File: config.mk
export PLATFORM = sky130hd
export DESIGN_NAME = mvc_calib
export DESIGN_NICKNAME = d
export VERILOG_FILES = /design/src/design/mvc_pkg.sv /design/src/design/mvc_calib.sv
export VERILOG_INCLUDE_DIRS = /design/src /design/src/design
export SDC_FILE = /design/constraint.sdc
export NUM_CORES = 1
export LEC_CHECK = 0
export BUFFER_PORTS_ARGS = -buffer_cell sky130_fd_sc_hd__buf_4
export CORE_MARGIN = 3
export CORE_UTILIZATION = 57
export CTS_CLUSTER_DIAMETER = 30
export DETAILED_ROUTE_END_ITERATION = 10
export PLACE_DENSITY = 0.81
export RECOVER_POWER = 25
export SLEW_MARGIN = 25
export SYNTH_ARGS = -nofsm -noshare
export SYNTH_HDL_FRONTEND = slang
export SYNTH_SLANG_ARGS = --single-unit
File: constraint.sdc
create_clock -name REF_CLK -period 4.25 [get_ports REF_CLK]
set_clock_uncertainty 0.1 [all_clocks]
set_input_delay 0.6375 -clock REF_CLK [delete_from_list [all_inputs] [get_ports REF_CLK]]
set_output_delay 0.6375 -clock REF_CLK [all_outputs]
set_load 0.1 [all_outputs]
File: src/design/mvc_regs.svh
`ifndef MVC_REGS_SVH
`define MVC_REGS_SVH

// ==========================================================
// register offsets (byte addresses)
`define MVC_OFF_COMMAND   8'h00
`define MVC_OFF_STROKE    8'h04
`define MVC_OFF_CLOSED    8'h08
`define MVC_OFF_OPEN      8'h0C
`define MVC_OFF_VTYPE     8'h10
`define MVC_OFF_STATUS    8'h14
`define MVC_OFF_FEEDBACK  8'h18

// ==========================================================
// field positions
`define MVC_CMD_LSB       0
`define MVC_STAT_STATE    0
`define MVC_STAT_AT_CLO   4
`define MVC_STAT_AT_OPN   5

// ==========================================================
// reset values
`define MVC_RST_STROKE    12'h12C
`define MVC_RST_CLOSED    20'h00000
`define MVC_RST_OPEN      16'hFFFF

// ==========================================================
// limits and timing, stroke in tenths of a second
`define MVC_STROKE_MIN    12'h032
`define MVC_STROKE_MAX    12'hBB8
`define MVC_TIMEOUT_S     360
`define MVC_TIMEOUT_TENTH 12'hE10
`define MVC_MIN_SPAN      21'h00100
`define MVC_CLK_NS        20
`define MVC_TENTH_NS      100000000
`define MVC_TENTH_CYCLES  (`MVC_TENTH_NS / `MVC_CLK_NS)

`endif

File: src/design/mvc_pkg.sv
`default_nettype none

package mvc_pkg;

    typedef enum logic [2:0] {
        MVC_CMD_OFF   = 3'h0,
        MVC_CMD_CLOSE = 3'h1,
        MVC_CMD_OPEN  = 3'h2,
        MVC_CMD_AUTO  = 3'h3,
        MVC_CMD_ERR   = 3'h4
    } mvc_cmd_t;

    typedef enum logic [3:0] {
        MVC_ST_IDLE    = 4'h1,
        MVC_ST_CLOSING = 4'h2,
        MVC_ST_OPENING = 4'h4,
        MVC_ST_CHECK   = 4'h8
    } mvc_state_t;

    typedef enum logic [1:0] {
        MVC_VT_FEEDBACK  = 2'h0,
        MVC_VT_FB_EST    = 2'h1,
        MVC_VT_EST_ONE   = 2'h2,
        MVC_VT_EST_TWO   = 2'h3
    } mvc_vtype_t;

endpackage

`default_nettype wire

File: src/design/mvc_calib.sv
// What this block does
// - stroke time held, 5.0 to 300.0 s
// - closed value held, 0 to FFFFF
// - open value held, 0 to FFFF
// - command takes off, close, open, auto
// - auto: close until closed, capture closed
// - then open until open, capture open
// - good auto loads measured stroke time
// - good auto returns command to off
// - failed auto sets command to error
// - failed auto leaves all values unchanged
// - normal end stores data to nonvolatile
// - estimation-only valve types refuse auto
// - error when open minus closed below 256
// - error when closed exceeds open
// - error on feedback or measurement burnout
// - error when auto exceeds 360 seconds
// - error when stroke outside 5 to 300 s
// - close command captures feedback as closed
// - open command captures feedback as open
// - manual capture skips the span check
// - manual capture leaves stroke time alone
//
// The implementer's own choices: the register addresses and the AXI4-Lite slave port.
`include "mvc_regs.svh"
`default_nettype none

module mvc_calib
#(
    parameter int unsigned TENTH_CYCLES = `MVC_TENTH_CYCLES
)
(
    // clock and reset
    input  wire logic         REF_CLK,
    input  wire logic         RST,
    // axi4-lite write
    input  wire logic [7:0]   AWADDR,
    input  wire logic         AWVALID,
    output logic              AWREADY,
    input  wire logic [31:0]  WDATA,
    input  wire logic [3:0]   WSTRB,
    input  wire logic         WVALID,
    output logic              WREADY,
    output logic [1:0]        BRESP,
    output logic              BVALID,
    input  wire logic         BREADY,
    // axi4-lite read
    input  wire logic [7:0]   ARADDR,
    input  wire logic         ARVALID,
    output logic              ARREADY,
    output logic [31:0]       RDATA,
    output logic [1:0]        RRESP,
    output logic              RVALID,
    input  wire logic         RREADY,
    // valve actuator and feedback
    input  wire logic [19:0]  POS_FB,
    input  wire logic         AT_CLOSED,
    input  wire logic         AT_OPEN,
    input  wire logic         FB_BURNOUT,
    input  wire logic         PV_BURNOUT,
    output logic              DRIVE_CLOSE,
    output logic              DRIVE_OPEN,
    // results toward estimation and storage
    output logic [11:0]       STROKE_TIME,
    output logic [19:0]       CLOSED_CAL,
    output logic [15:0]       OPEN_CAL,
    output logic              NV_STORE
);
    import mvc_pkg::*;

    function automatic logic [31:0] merge_strb(input logic [31:0] old_v,
                                               input logic [31:0] new_v,
                                               input logic [3:0]  strb);
        logic [31:0] r;
        r = old_v;
        for (int i = 0; i < 4; i++)
        begin
            if (strb[i])
            begin
                r[i*8 +: 8] = new_v[i*8 +: 8];
            end
        end
        return r;
    endfunction

    // ==========================================================
    // bus slave
    logic        awready_q;
    logic        wready_q;
    logic        bvalid_q;
    logic [1:0]  bresp_q;
    logic        arready_q;
    logic        rvalid_q;
    logic [1:0]  rresp_q;
    logic [31:0] rdata_q;
    logic [7:0]  waddr_q;
    logic [31:0] wdata_q;
    logic [3:0]  wstrb_q;

    wire aw_hs   = AWVALID & awready_q;
    wire w_hs    = WVALID & wready_q;
    wire ar_hs   = ARVALID & arready_q;
    wire wr_fire = ~awready_q & ~wready_q & ~bvalid_q;

    // ==========================================================
    // calibration state
    mvc_state_t state_q;
    mvc_state_t state_d;
    mvc_cmd_t   cmd_q;
    mvc_cmd_t   cmd_d;
    mvc_vtype_t vtype_q;
    logic [11:0] stroke_q;
    logic [19:0] closed_q;
    logic [15:0] open_q;
    logic [19:0] cap_closed_q;
    logic [15:0] cap_open_q;
    logic [11:0] elapsed_q;
    logic [11:0] meas_q;
    logic [22:0] tick_cnt_q;
    logic        close_q;
    logic        open_drv_q;
    logic        nv_q;

    wire [31:0] wmerged  = merge_strb(32'h00000000, wdata_q, wstrb_q);
    wire [31:0] wclosed  = merge_strb({12'h000, closed_q}, wdata_q, wstrb_q);
    wire [31:0] wopen    = merge_strb({16'h0000, open_q}, wdata_q, wstrb_q);
    wire        wr_cmd   = wr_fire & (waddr_q == `MVC_OFF_COMMAND) & wstrb_q[0];
    wire [2:0]  wcmd     = wdata_q[`MVC_CMD_LSB +: 3];
    wire        busy     = (state_q != MVC_ST_IDLE);
    wire        est_only = (vtype_q == MVC_VT_EST_ONE) | (vtype_q == MVC_VT_EST_TWO);
    wire        idle_wr  = wr_fire & ~busy;
    wire [11:0] wstroke  = wmerged[11:0];

    wire req_auto  = wr_cmd & (wcmd == MVC_CMD_AUTO) & ~busy & ~est_only;
    wire req_close = wr_cmd & (wcmd == MVC_CMD_CLOSE) & ~busy;
    wire req_open  = wr_cmd & (wcmd == MVC_CMD_OPEN) & ~busy;
    wire req_abort = wr_cmd & (wcmd == MVC_CMD_OFF) & busy;

    wire tick      = busy & (tick_cnt_q == 23'(TENTH_CYCLES - 1));
    wire burnout   = FB_BURNOUT | PV_BURNOUT;
    wire timed_out = elapsed_q >= `MVC_TIMEOUT_TENTH;
    wire run_err   = busy & (burnout | timed_out);

    // end-of-sequence checks on the captured pair and the measured stroke time
    wire [20:0] cap_open_w = {5'h00, cap_open_q};
    wire [20:0] cap_clo_w  = {1'b0, cap_closed_q};
    wire inverted  = cap_clo_w > cap_open_w;
    wire narrow    = ~inverted & ((cap_open_w - cap_clo_w) < `MVC_MIN_SPAN);
    wire bad_time  = (meas_q < `MVC_STROKE_MIN) | (meas_q > `MVC_STROKE_MAX);
    wire check_bad = inverted | narrow | bad_time;
    wire commit    = (state_q == MVC_ST_CHECK) & ~check_bad & ~run_err;
    wire fail      = run_err | ((state_q == MVC_ST_CHECK) & check_bad);

    // ==========================================================
    // sequencer
    always_comb
    begin
        state_d = state_q;
        case (state_q)
            MVC_ST_IDLE:
            begin
                if (req_auto)
                    state_d = MVC_ST_CLOSING;
            end
            MVC_ST_CLOSING:
            begin
                if (AT_CLOSED)
                    state_d = MVC_ST_OPENING;
            end
            MVC_ST_OPENING:
            begin
                if (AT_OPEN)
                    state_d = MVC_ST_CHECK;
            end
            MVC_ST_CHECK:
            begin
                state_d = MVC_ST_IDLE;
            end
            default:
            begin
                state_d = MVC_ST_IDLE;
            end
        endcase
        // error before abort so a failure in the write cycle still shows
        if (fail | req_abort)
            state_d = MVC_ST_IDLE;
    end

    always_comb
    begin
        cmd_d = cmd_q;
        if (fail)
            cmd_d = MVC_CMD_ERR;
        else if (commit)
            cmd_d = MVC_CMD_OFF;
        else if (req_abort)
            cmd_d = MVC_CMD_OFF;
        else if (req_auto)
            cmd_d = MVC_CMD_AUTO;
        else if (wr_cmd & ~busy)
            cmd_d = MVC_CMD_OFF;
    end

    always_ff @(posedge REF_CLK)
    begin
        if (RST)
        begin
            state_q    <= MVC_ST_IDLE;
            cmd_q      <= MVC_CMD_OFF;
            close_q    <= 1'b0;
            open_drv_q <= 1'b0;
        end
        else
        begin
            state_q    <= state_d;
            cmd_q      <= cmd_d;
            close_q    <= (state_d == MVC_ST_CLOSING);
            open_drv_q <= (state_d == MVC_ST_OPENING);
        end
    end

    // timing counts run only while a sequence is under way
    always_ff @(posedge REF_CLK)
    begin
        if (RST | ~busy)
        begin
            tick_cnt_q <= 23'h000000;
            elapsed_q  <= 12'h000;
            meas_q     <= 12'h000;
        end
        else if (tick)
        begin
            tick_cnt_q <= 23'h000000;
            elapsed_q  <= elapsed_q + 12'h001;
            if (state_q == MVC_ST_OPENING)
                meas_q <= meas_q + 12'h001;
        end
        else
        begin
            tick_cnt_q <= tick_cnt_q + 23'h000001;
        end
    end

    always_ff @(posedge REF_CLK)
    begin
        if (RST)
        begin
            cap_closed_q <= 20'h00000;
            cap_open_q   <= 16'h0000;
        end
        else
        begin
            if ((state_q == MVC_ST_CLOSING) & AT_CLOSED)
                cap_closed_q <= POS_FB;
            if ((state_q == MVC_ST_OPENING) & AT_OPEN)
                cap_open_q <= POS_FB[15:0];
        end
    end

    // ==========================================================
    // calibration results; software writes are held off while busy
    always_ff @(posedge REF_CLK)
    begin
        if (RST)
        begin
            stroke_q <= `MVC_RST_STROKE;
            closed_q <= `MVC_RST_CLOSED;
            open_q   <= `MVC_RST_OPEN;
            vtype_q  <= MVC_VT_FEEDBACK;
            nv_q     <= 1'b0;
        end
        else
        begin
            nv_q <= commit | req_close | req_open;
            if (commit)
            begin
                stroke_q <= meas_q;
                closed_q <= cap_closed_q;
                open_q   <= cap_open_q;
            end
            if (req_close)
                closed_q <= POS_FB;
            if (req_open)
                open_q <= POS_FB[15:0];
            // out-of-range stroke writes are dropped, not clamped
            if (idle_wr & (waddr_q == `MVC_OFF_STROKE) & (wstroke >= `MVC_STROKE_MIN)
                & (wstroke <= `MVC_STROKE_MAX))
                stroke_q <= wstroke;
            if (idle_wr & (waddr_q == `MVC_OFF_CLOSED))
                closed_q <= wclosed[19:0];
            if (idle_wr & (waddr_q == `MVC_OFF_OPEN))
                open_q <= wopen[15:0];
            if (idle_wr & (waddr_q == `MVC_OFF_VTYPE) & wstrb_q[0])
                vtype_q <= mvc_vtype_t'(wdata_q[1:0]);
        end
    end

    // ==========================================================
    // bus channels
    wire w_known = (waddr_q == `MVC_OFF_COMMAND) | (waddr_q == `MVC_OFF_STROKE)
                 | (waddr_q == `MVC_OFF_CLOSED) | (waddr_q == `MVC_OFF_OPEN)
                 | (waddr_q == `MVC_OFF_VTYPE);

    logic [31:0] rd_word;
    logic        rd_ok;
    always_comb
    begin
        rd_ok = 1'b1;
        case (ARADDR)
            `MVC_OFF_COMMAND:  rd_word = {29'h00000000, cmd_q};
            `MVC_OFF_STROKE:   rd_word = {20'h00000, stroke_q};
            `MVC_OFF_CLOSED:   rd_word = {12'h000, closed_q};
            `MVC_OFF_OPEN:     rd_word = {16'h0000, open_q};
            `MVC_OFF_VTYPE:    rd_word = {30'h00000000, vtype_q};
            `MVC_OFF_STATUS:   rd_word = {26'h0000000, AT_OPEN, AT_CLOSED, state_q};
            `MVC_OFF_FEEDBACK: rd_word = {12'h000, POS_FB};
            default:
            begin
                rd_word = 32'h00000000;
                rd_ok   = 1'b0;
            end
        endcase
    end

    always_ff @(posedge REF_CLK)
    begin
        if (RST)
        begin
            awready_q <= 1'b1;
            wready_q  <= 1'b1;
            bvalid_q  <= 1'b0;
            bresp_q   <= 2'h0;
            waddr_q   <= 8'h00;
            wdata_q   <= 32'h00000000;
            wstrb_q   <= 4'h0;
        end
        else
        begin
            if (aw_hs)
            begin
                awready_q <= 1'b0;
                waddr_q   <= AWADDR;
            end
            if (w_hs)
            begin
                wready_q <= 1'b0;
                wdata_q  <= WDATA;
                wstrb_q  <= WSTRB;
            end
            if (wr_fire)
            begin
                bvalid_q <= 1'b1;
                bresp_q  <= w_known ? 2'h0 : 2'h2;
            end
            if (bvalid_q & BREADY)
            begin
                bvalid_q  <= 1'b0;
                awready_q <= 1'b1;
                wready_q  <= 1'b1;
            end
        end
    end

    always_ff @(posedge REF_CLK)
    begin
        if (RST)
        begin
            arready_q <= 1'b1;
            rvalid_q  <= 1'b0;
            rresp_q   <= 2'h0;
            rdata_q   <= 32'h00000000;
        end
        else if (ar_hs)
        begin
            arready_q <= 1'b0;
            rvalid_q  <= 1'b1;
            rdata_q   <= rd_word;
            rresp_q   <= rd_ok ? 2'h0 : 2'h2;
        end
        else if (rvalid_q & RREADY)
        begin
            rvalid_q  <= 1'b0;
            arready_q <= 1'b1;
        end
    end

    assign AWREADY     = awready_q;
    assign WREADY      = wready_q;
    assign BVALID      = bvalid_q;
    assign BRESP       = bresp_q;
    assign ARREADY     = arready_q;
    assign RVALID      = rvalid_q;
    assign RRESP       = rresp_q;
    assign RDATA       = rdata_q;
    assign DRIVE_CLOSE = close_q;
    assign DRIVE_OPEN  = open_drv_q;
    assign STROKE_TIME = stroke_q;
    assign CLOSED_CAL  = closed_q;
    assign OPEN_CAL    = open_q;
    assign NV_STORE    = nv_q;

    // ==========================================================
    // checks
    chk_drive_exclusive: assert property (@(posedge REF_CLK) disable iff (RST)
        !(close_q && open_drv_q)) else $error("open and close driven together");

    chk_auto_closes: assert property (@(posedge REF_CLK) disable iff (RST)
        req_auto |=> close_q && !open_drv_q && cmd_q == MVC_CMD_AUTO)
        else $error("auto start did not drive close");

    chk_abort_stops: assert property (@(posedge REF_CLK) disable iff (RST)
        req_abort && !fail |=> !close_q && !open_drv_q && cmd_q == MVC_CMD_OFF
        && $stable(stroke_q)) else $error("abort did not stop sequence");

    chk_refuse_estim: assert property (@(posedge REF_CLK) disable iff (RST)
        wr_cmd && wcmd == MVC_CMD_AUTO && est_only && !busy
        |=> cmd_q == MVC_CMD_OFF && !close_q [*2]) else $error("auto not refused");

    chk_fail_keeps: assert property (@(posedge REF_CLK) disable iff (RST)
        fail && !idle_wr |=> cmd_q == MVC_CMD_ERR && $stable(stroke_q)
        && $stable(closed_q) && $stable(open_q) && !close_q && !open_drv_q)
        else $error("failed run changed values or kept driving");

    chk_commit_loads: assert property (@(posedge REF_CLK) disable iff (RST)
        commit |=> stroke_q == $past(meas_q) && open_q == $past(cap_open_q)
        && cmd_q == MVC_CMD_OFF && nv_q) else $error("good run not committed");

    chk_span_error: assert property (@(posedge REF_CLK) disable iff (RST)
        state_q == MVC_ST_CHECK && !inverted
        && ({5'h00, cap_open_q} - {1'b0, cap_closed_q}) < 21'h00100
        |=> cmd_q == MVC_CMD_ERR) else $error("narrow span accepted");

    chk_manual_close: assert property (@(posedge REF_CLK) disable iff (RST)
        req_close |=> closed_q == $past(POS_FB) && cmd_q == MVC_CMD_OFF && nv_q
        && $stable(stroke_q)) else $error("manual close capture wrong");

    chk_burnout_err: assert property (@(posedge REF_CLK) disable iff (RST)
        busy && burnout |=> cmd_q == MVC_CMD_ERR && state_q == MVC_ST_IDLE)
        else $error("burnout did not end run in error");

    chk_timeout_err: assert property (@(posedge REF_CLK) disable iff (RST)
        busy && elapsed_q == 12'hE10 |=> cmd_q == MVC_CMD_ERR)
        else $error("run passed the time limit");

endmodule

`default_nettype wire

## Word-level counts from Yosys, hierarchy flattened

Index checks and enable logic that the tools add are counted.
W data, S select, Z words.

| word-level totals | value |
|---|---|
| register bits | 215 |
| latch bits | 0 |
| memory bits (writable) | 0 |
| memory bits (read-only) | 0 |
| input port bits | 83 |
| output and inout port bits | 92 |
| logic and storage cells | 176 |
| memories kept | 0 |

| cells by class | value |
|---|---|
| add/subtract/negate cells | 4 |
| multiply operators | 0 |
| div/mod/pow operators | 0 |
| $lt $le $gt $ge | 7 |
| equal/unequal tests | 28 |
| shift-type cells | 0 |
| mux-type cells | 31 |
| bitwise gates (word level) | 58 |
| reductions and logical operators | 19 |

Operators by type and width:

| kind | number |
|---|---|
| $pmux W20 S7 | 1 |
| $mux W20 | 3 |
| $mux W16 | 3 |
| $and A1 B1 Y1 | 35 |
| $eq A8 B4 Y1 const B | 4 |
| $eq A8 B5 Y1 const B | 4 |
| $add A12 B1 Y12 const B | 2 |
| $mux W12 | 2 |
| $mux W4 | 6 |
| $mux W8 | 3 |
| $add A23 B1 Y23 const B | 1 |
| $eq A23 B23 Y1 const B | 1 |
| $lt A21 B9 Y1 const B | 1 |
| $sub A16 B20 Y21 | 1 |
| $gt A20 B16 Y1 | 1 |
| $eq A8 B3 Y1 const B | 2 |
| $logic_not A8 Y1 | 2 |
| $mux W3 | 5 |
| $or A1 B1 Y1 | 15 |
| $ge A12 B12 Y1 const B | 1 |
| $ge A12 B6 Y1 const B | 1 |
| $gt A12 B12 Y1 const B | 1 |
| $le A12 B12 Y1 const B | 1 |
| $lt A12 B6 Y1 const B | 1 |
| 21 further kinds | 50 |

## Logic depth before layout (Yosys ltp)

| depth | value |
|---|---|
| depth after elaboration | 12 |
| mapped depth | 13 |
| gate-level depth less buffers | 11 |

## Worst setup path after synthesis

Ideal clock, no wire load.

| timing path | value |
|---|---|
| kind | register to register |
| start | register bvalid_q, in the netlist BVALID |
| end | register closed_q[10], in the netlist CLOSED_CAL[10] |
| library setup time | 72 ps |
| arrival | 2911 ps |
| data required time | 4078 ps |
| slack | 1167 ps |
| stages on the path, launching flop included | 11 |
| path buffers | 2 |
| cell sequence | dfxtp_1 -> or3_1 -> nor3_2 -> and4b_1 -> nand3_1 -> or3_1 -> buf_2 -> buf_4 -> mux2i_1 -> a211o_1 -> mux2i_1 |

| on the way | value |
|---|---|
| word-level cells in the longest chain between the ends | 8 |
| elaborated cells between the ends (all ways) | 13 |
| those cells by class | eq/ne: 1; mux: 2; bitwise: 8; reduce/logical: 2 |

RTL lines:

| what | line | text |
|---|---|---|
| from (decl) | mvc_calib.sv:90 | `logic bvalid_q;` |
| from (signal assigned) | mvc_calib.sv:331 | `bvalid_q <= 1'b0;` |
| from (signal assigned) | mvc_calib.sv:352 | `bvalid_q <= 1'b1;` |
| from (signal assigned) | mvc_calib.sv:357 | `bvalid_q <= 1'b0;` |
| $not A1 Y1 (*) | mvc_calib.sv:103 | `wire wr_fire = ~awready_q & ~wready_q & ~bvalid_q;` |
| $and A1 B1 Y1 (*) | mvc_calib.sv:103 |  |
| $and A1 B1 Y1 (2 in series) | mvc_calib.sv:127 | `` wire wr_cmd = wr_fire & (waddr_q == `MVC_OFF_COMMAND) & wstrb_q[0]; `` |
| $and A1 B1 Y1 (2 in series) | mvc_calib.sv:135 | `wire req_close = wr_cmd & (wcmd == MVC_CMD_CLOSE) & ~busy;` |
| $reduce_bool A3 Y1 (no source line) / $mux W20 (equally long branches) | -- |  |
| $reduce_and A2 Y1 (no source line) / $mux W20 (equally long branches) | -- |  |
| to (signal assigned) | mvc_calib.sv:267 | `` closed_q <= `MVC_RST_CLOSED; `` |
| to (signal assigned) | mvc_calib.sv:278 | `closed_q <= cap_closed_q;` |
| to (signal assigned) | mvc_calib.sv:290 | `closed_q <= wclosed[19:0];` |
| to (decl) | mvc_calib.sv:113 | `logic [19:0] closed_q;` |

Mark *: on every way between the ends. The rest lies on a longest branch, timed or not.
A chain may end at the register's enable or synchronous reset.

## Final worst setup path

| timing path | value |
|---|---|
| start | register cap_closed_q[8] |
| end | register stroke_q[8], in the netlist STROKE_TIME[8] |

| on the way | value |
|---|---|
| word-level cells in the longest chain between the ends | 9 |
| elaborated cells between the ends (all ways) | 11 |
| those cells by class | add/sub: 1; order compare: 2; bitwise: 7; reduce/logical: 1 |

RTL lines:

| what | line | text |
|---|---|---|
| from (decl) | mvc_calib.sv:115 | `logic [19:0] cap_closed_q;` |
| from (signal assigned) | mvc_calib.sv:248 | `cap_closed_q <= 20'h00000;` |
| from (signal assigned) | mvc_calib.sv:254 | `cap_closed_q <= POS_FB;` |
| $sub A16 B20 Y21 / $gt A20 B16 Y1 (equally long branches) | mvc_calib.sv:148, mvc_calib.sv:147 |  |
| $lt A21 B9 Y1 (no source line) / $not A1 Y1 (equally long branches) | -- |  |
| $and A1 B1 Y1 | mvc_calib.sv:148 | `` wire narrow = ~inverted & ((cap_open_w - cap_clo_w) < `MVC_MIN_SPAN); `` |
| $or A1 B1 Y1 (*) (2 in series) | mvc_calib.sv:150 | `wire check_bad = inverted \| narrow \| bad_time;` |
| $not A1 Y1 (*) | mvc_calib.sv:151 | `wire commit = (state_q == MVC_ST_CHECK) & ~check_bad & ~run_err;` |
| $and A1 B1 Y1 (*) (2 in series) | mvc_calib.sv:151 |  |
| $reduce_bool A2 Y1 (no source line) (*) | -- |  |
| to (signal assigned) | mvc_calib.sv:266 | `` stroke_q <= `MVC_RST_STROKE; `` |
| to (signal assigned) | mvc_calib.sv:277 | `stroke_q <= meas_q;` |
| to (signal assigned) | mvc_calib.sv:288 | `stroke_q <= wstroke;` |
| to (decl) | mvc_calib.sv:112 | `logic [11:0] stroke_q;` |

Marks and branches as above.

==> impl_metrics.json <==
{
  "outcome": "complete, but fails checks",
  "violations": "capacitance limit, slew limit",
  "hold_class": "in -> reg",
  "cts_tree": "done",
  "worstMarginPinSlew_ps": 1960,
  "seq_area_frac_synth_pct": 38.9,
  "cpLargestDelayFamily": "compound AO/OA/AOI/OAI gates",
  "powerDensity_mw_per_mm2": 324,
  "drt-total-wl_mm": 29.6,
  "routabilityCongestion": 0.970,
  "synthDominantCellAreaShare_pct": 38.9,
  "leakagePower_nw": 5.00,
  "worstPathCellList": "inv_1, ha_1, a21oi_1, o21ai_0, a31oi_1, o21ai_0, a21oi_1, nor4_1, a21boi_4, buf_12, mux2_4, a21oi_2",
  "io_buffer_count": 147,
  "async_reset_ff_share_pct": 0,
  "worst_path_max_delay_cell": "a21boi_4",
  "areaGrowthSynthToFinish_pct": 15.8,
  "cts.htree.levels": 4,
  "cap_viol_max_count": 1,
  "finalCritPeriodShare_pct": 86.8,
  "cts_buffer_depth": 2,
  "grt.met2_usage_pct": 47.3,
  "layout-drive-gt1-share_pct": 13.4,
  "path_clk_slew_ps": 70,
  "gr-usage-met3_pct": 6.90,
  "finalSetupViolations": 0,
  "vias_per_cell": 5.96,
  "die_h_um": 140,
  "finalHoldViolCount": 0,
  "rsz0062_at_grt": "no",
  "syn_area_mm2": 0.0103,
  "final_common_cell": "nand2_1",
  "clock-root-buffer": "clkbuf_16",
  "tns_ps": 0,
  "layout.nets": 1483,
  "max-slew-margin-rel_pct": -30.7,
  "netlist_instances": 1273,
  "yosys.area.top_type": "dfxtp_1",
  "grt_max_degree": 104,
  "first_pass_iters": 6,
  "yosysUniqueCellTypes": 78,
  "ios": 175,
  "cp_num_buf_inv": 2,
  "grt_first_pass_wirelength_mm": 47.2,
  "crit_arrival_ps": 3960,
  "drc": 0,
  "drt_iter0_drc": 1168,
  "cts_made_buffers": 17,
  "min_from": "WVALID",
  "synth_seq_cells": 200,
  "ctsHoldBuffers": 0,
  "post-dp-hpwl_mm": 21.3,
  "required_ps": 4520,
  "fmax_mhz": 271,
  "die_area_mm2": 0.0197,
  "worstReg2RegStart": "cap_closed_q[8]",
  "setup.worst_path.start": "cap_closed_q[8]",
  "track_usage_pct": 29.5,
  "finalCriticalPeriod_ps": 3690,
  "slowest_delay_ps": 570,
  "antenna_found_initial": 0,
  "clk_latency_ps": 440,
  "num_vias": 9653,
  "final_cell_mix": "nand2_1, dfxtp_1, nor2_1, buf_4, a21oi_1",
  "ir_drop_v": 0.000290,
  "antenna_cells": 0,
  "synth_area_leaders": "dfxtp_1, mux2i_1, nand2_1, a21oi_1, nor2_1",
  "criticalPathCategory": "reg -> reg",
  "num_rows": 48,
  "avgSynthCellArea_um2": 8.09,
  "clkSinkCount": 200,
  "synth_warnings": 0,
  "drtAntennaViolNets": 0,
  "grt.overflow.total": 0,
  "coreArea_mm2": 0.0175,
  "detail_route.wl_per_cell_um": 18.3,
  "synth_edf_count": 0,
  "initial_core_util_pct": 58.9,
  "path_max_fanout": 16,
  "grt-busiest-layer": "met2",
  "cts.repair.resized": 0,
  "first_global_vias": 8948,
  "dieWidth_um": 140,
  "postCtsSetupRepairBufs": 0,
  "setup.worst_path.start_class": "flop",
  "critPathCaptureType": "flop",
  "synth-main-ff-cell": "dfxtp_1",
  "slew_violations": 104,
  "utilization_pct": 68.3,
  "met1_usage_pct": 40.2
}
==> worst reg2reg max path: stages, from the launching register on <==
cell and delay [ps]:
dfxtp_1 370, inv_1 60, ha_1 500, a21oi_1 190
o21ai_0 300, a31oi_1 120, o21ai_0 140, a21oi_1 160
nor4_1 460, a21boi_4 570, buf_12 240, mux2_4 320
a21oi_2 90
==> per-layer routing <==
| layer | vias up | share of wire [%] |
|---|---|---|
| li1 | 4649 | - |
| met1 | 4461 | 43 |
| met2 | 493 | 46 |
| met3 | 50 | 9.8 |
| met4 | 0 | 1.9 |
| met5 | - | 0 |
==> cells in the mapped netlist (16+ instances only) <==
cell and n:
nand2b_1 32, inv_1 39, nand3_1 29, a22oi_1 22
nand2_1 205, dfxtp_1 200, mux2i_1 84, clkbuf_1 54
nor2_1 152, nor3_1 25, o21ai_0 33, ha_1 19
a21oi_1 120, xnor2_1 16, xor2_1 24, a211o_1 20
==> state kept, by name, summed over array words and instances, names as in the netlist, 2 cells and up <==
signal        cells
vtype_q           2
cap_closed_q     20
waddr_q           8
wstrb_q           3
STROKE_TIME      12
OPEN_CAL         16
RDATA            20
wdata_q          20
cmd_q             2
CLOSED_CAL       20
elapsed_q        12
state_q           4
meas_q           12
cap_open_q       16
tick_cnt_q       23
==> stage by stage <==
| step | cells | setup slack, ps | hold slack (ps) | power (mW) | instance area (um2) |
|---|---|---|---|---|---|
| floorplan | 1286 | 1170 | 330 | 2.15 | 10400 |
| global placement | 1587 | 618 | 340 | 2.24 | 11500 |
| detailed placement | 1587 | 642 | 346 | 2.25 | 11500 |
| CTS | 1619 | 585 | 308 | 3.88 | 12100 |
| global route | 1619 | 307 | 316 | 3.98 | 11900 |
| finish | 1619 | 562 | 319 | 3.87 | 11900 |
==> worst paths after layout <==
kind / cells after the start / slack, ps / endpoint
worst max-delay path: 12 / 560 / STROKE_TIME[8]
worst min-delay path: 2 / 320 / WREADY
worst max register to register: 12 / 560 / STROKE_TIME[8]
worst min register to register: 2 / 350 / wstrb_q[2]
==> cell type report <==
type,instances,area (um2)
flip-flops and latches,200,4000
multi-input cells,960,5790
well taps,225,282
clock inverters,14,165
clock buffers,18,439
fillers,1479,5550
inverters,39,146
repair buffers,163,1110
==> kinds of logic after synthesis <==
kind of cell	synth area share (%)
compound gates	17.6
xor+xnor	3.40
fa+ha+maj	2.31
buf+inv	5.65
flops	38.9
mux	8.42
other cells	0.0364
simple gates	23.8
==> power breakdown <==
group	switching [mW]	leakage, nW	internal, mW
Combinational	0.199	3.09	0.0798
Clock	0.760	0.289	0.900
Sequential	0.0335	1.62	1.89
Total	0.992	5.00	2.87
Power figures use the tool's default switching activity.
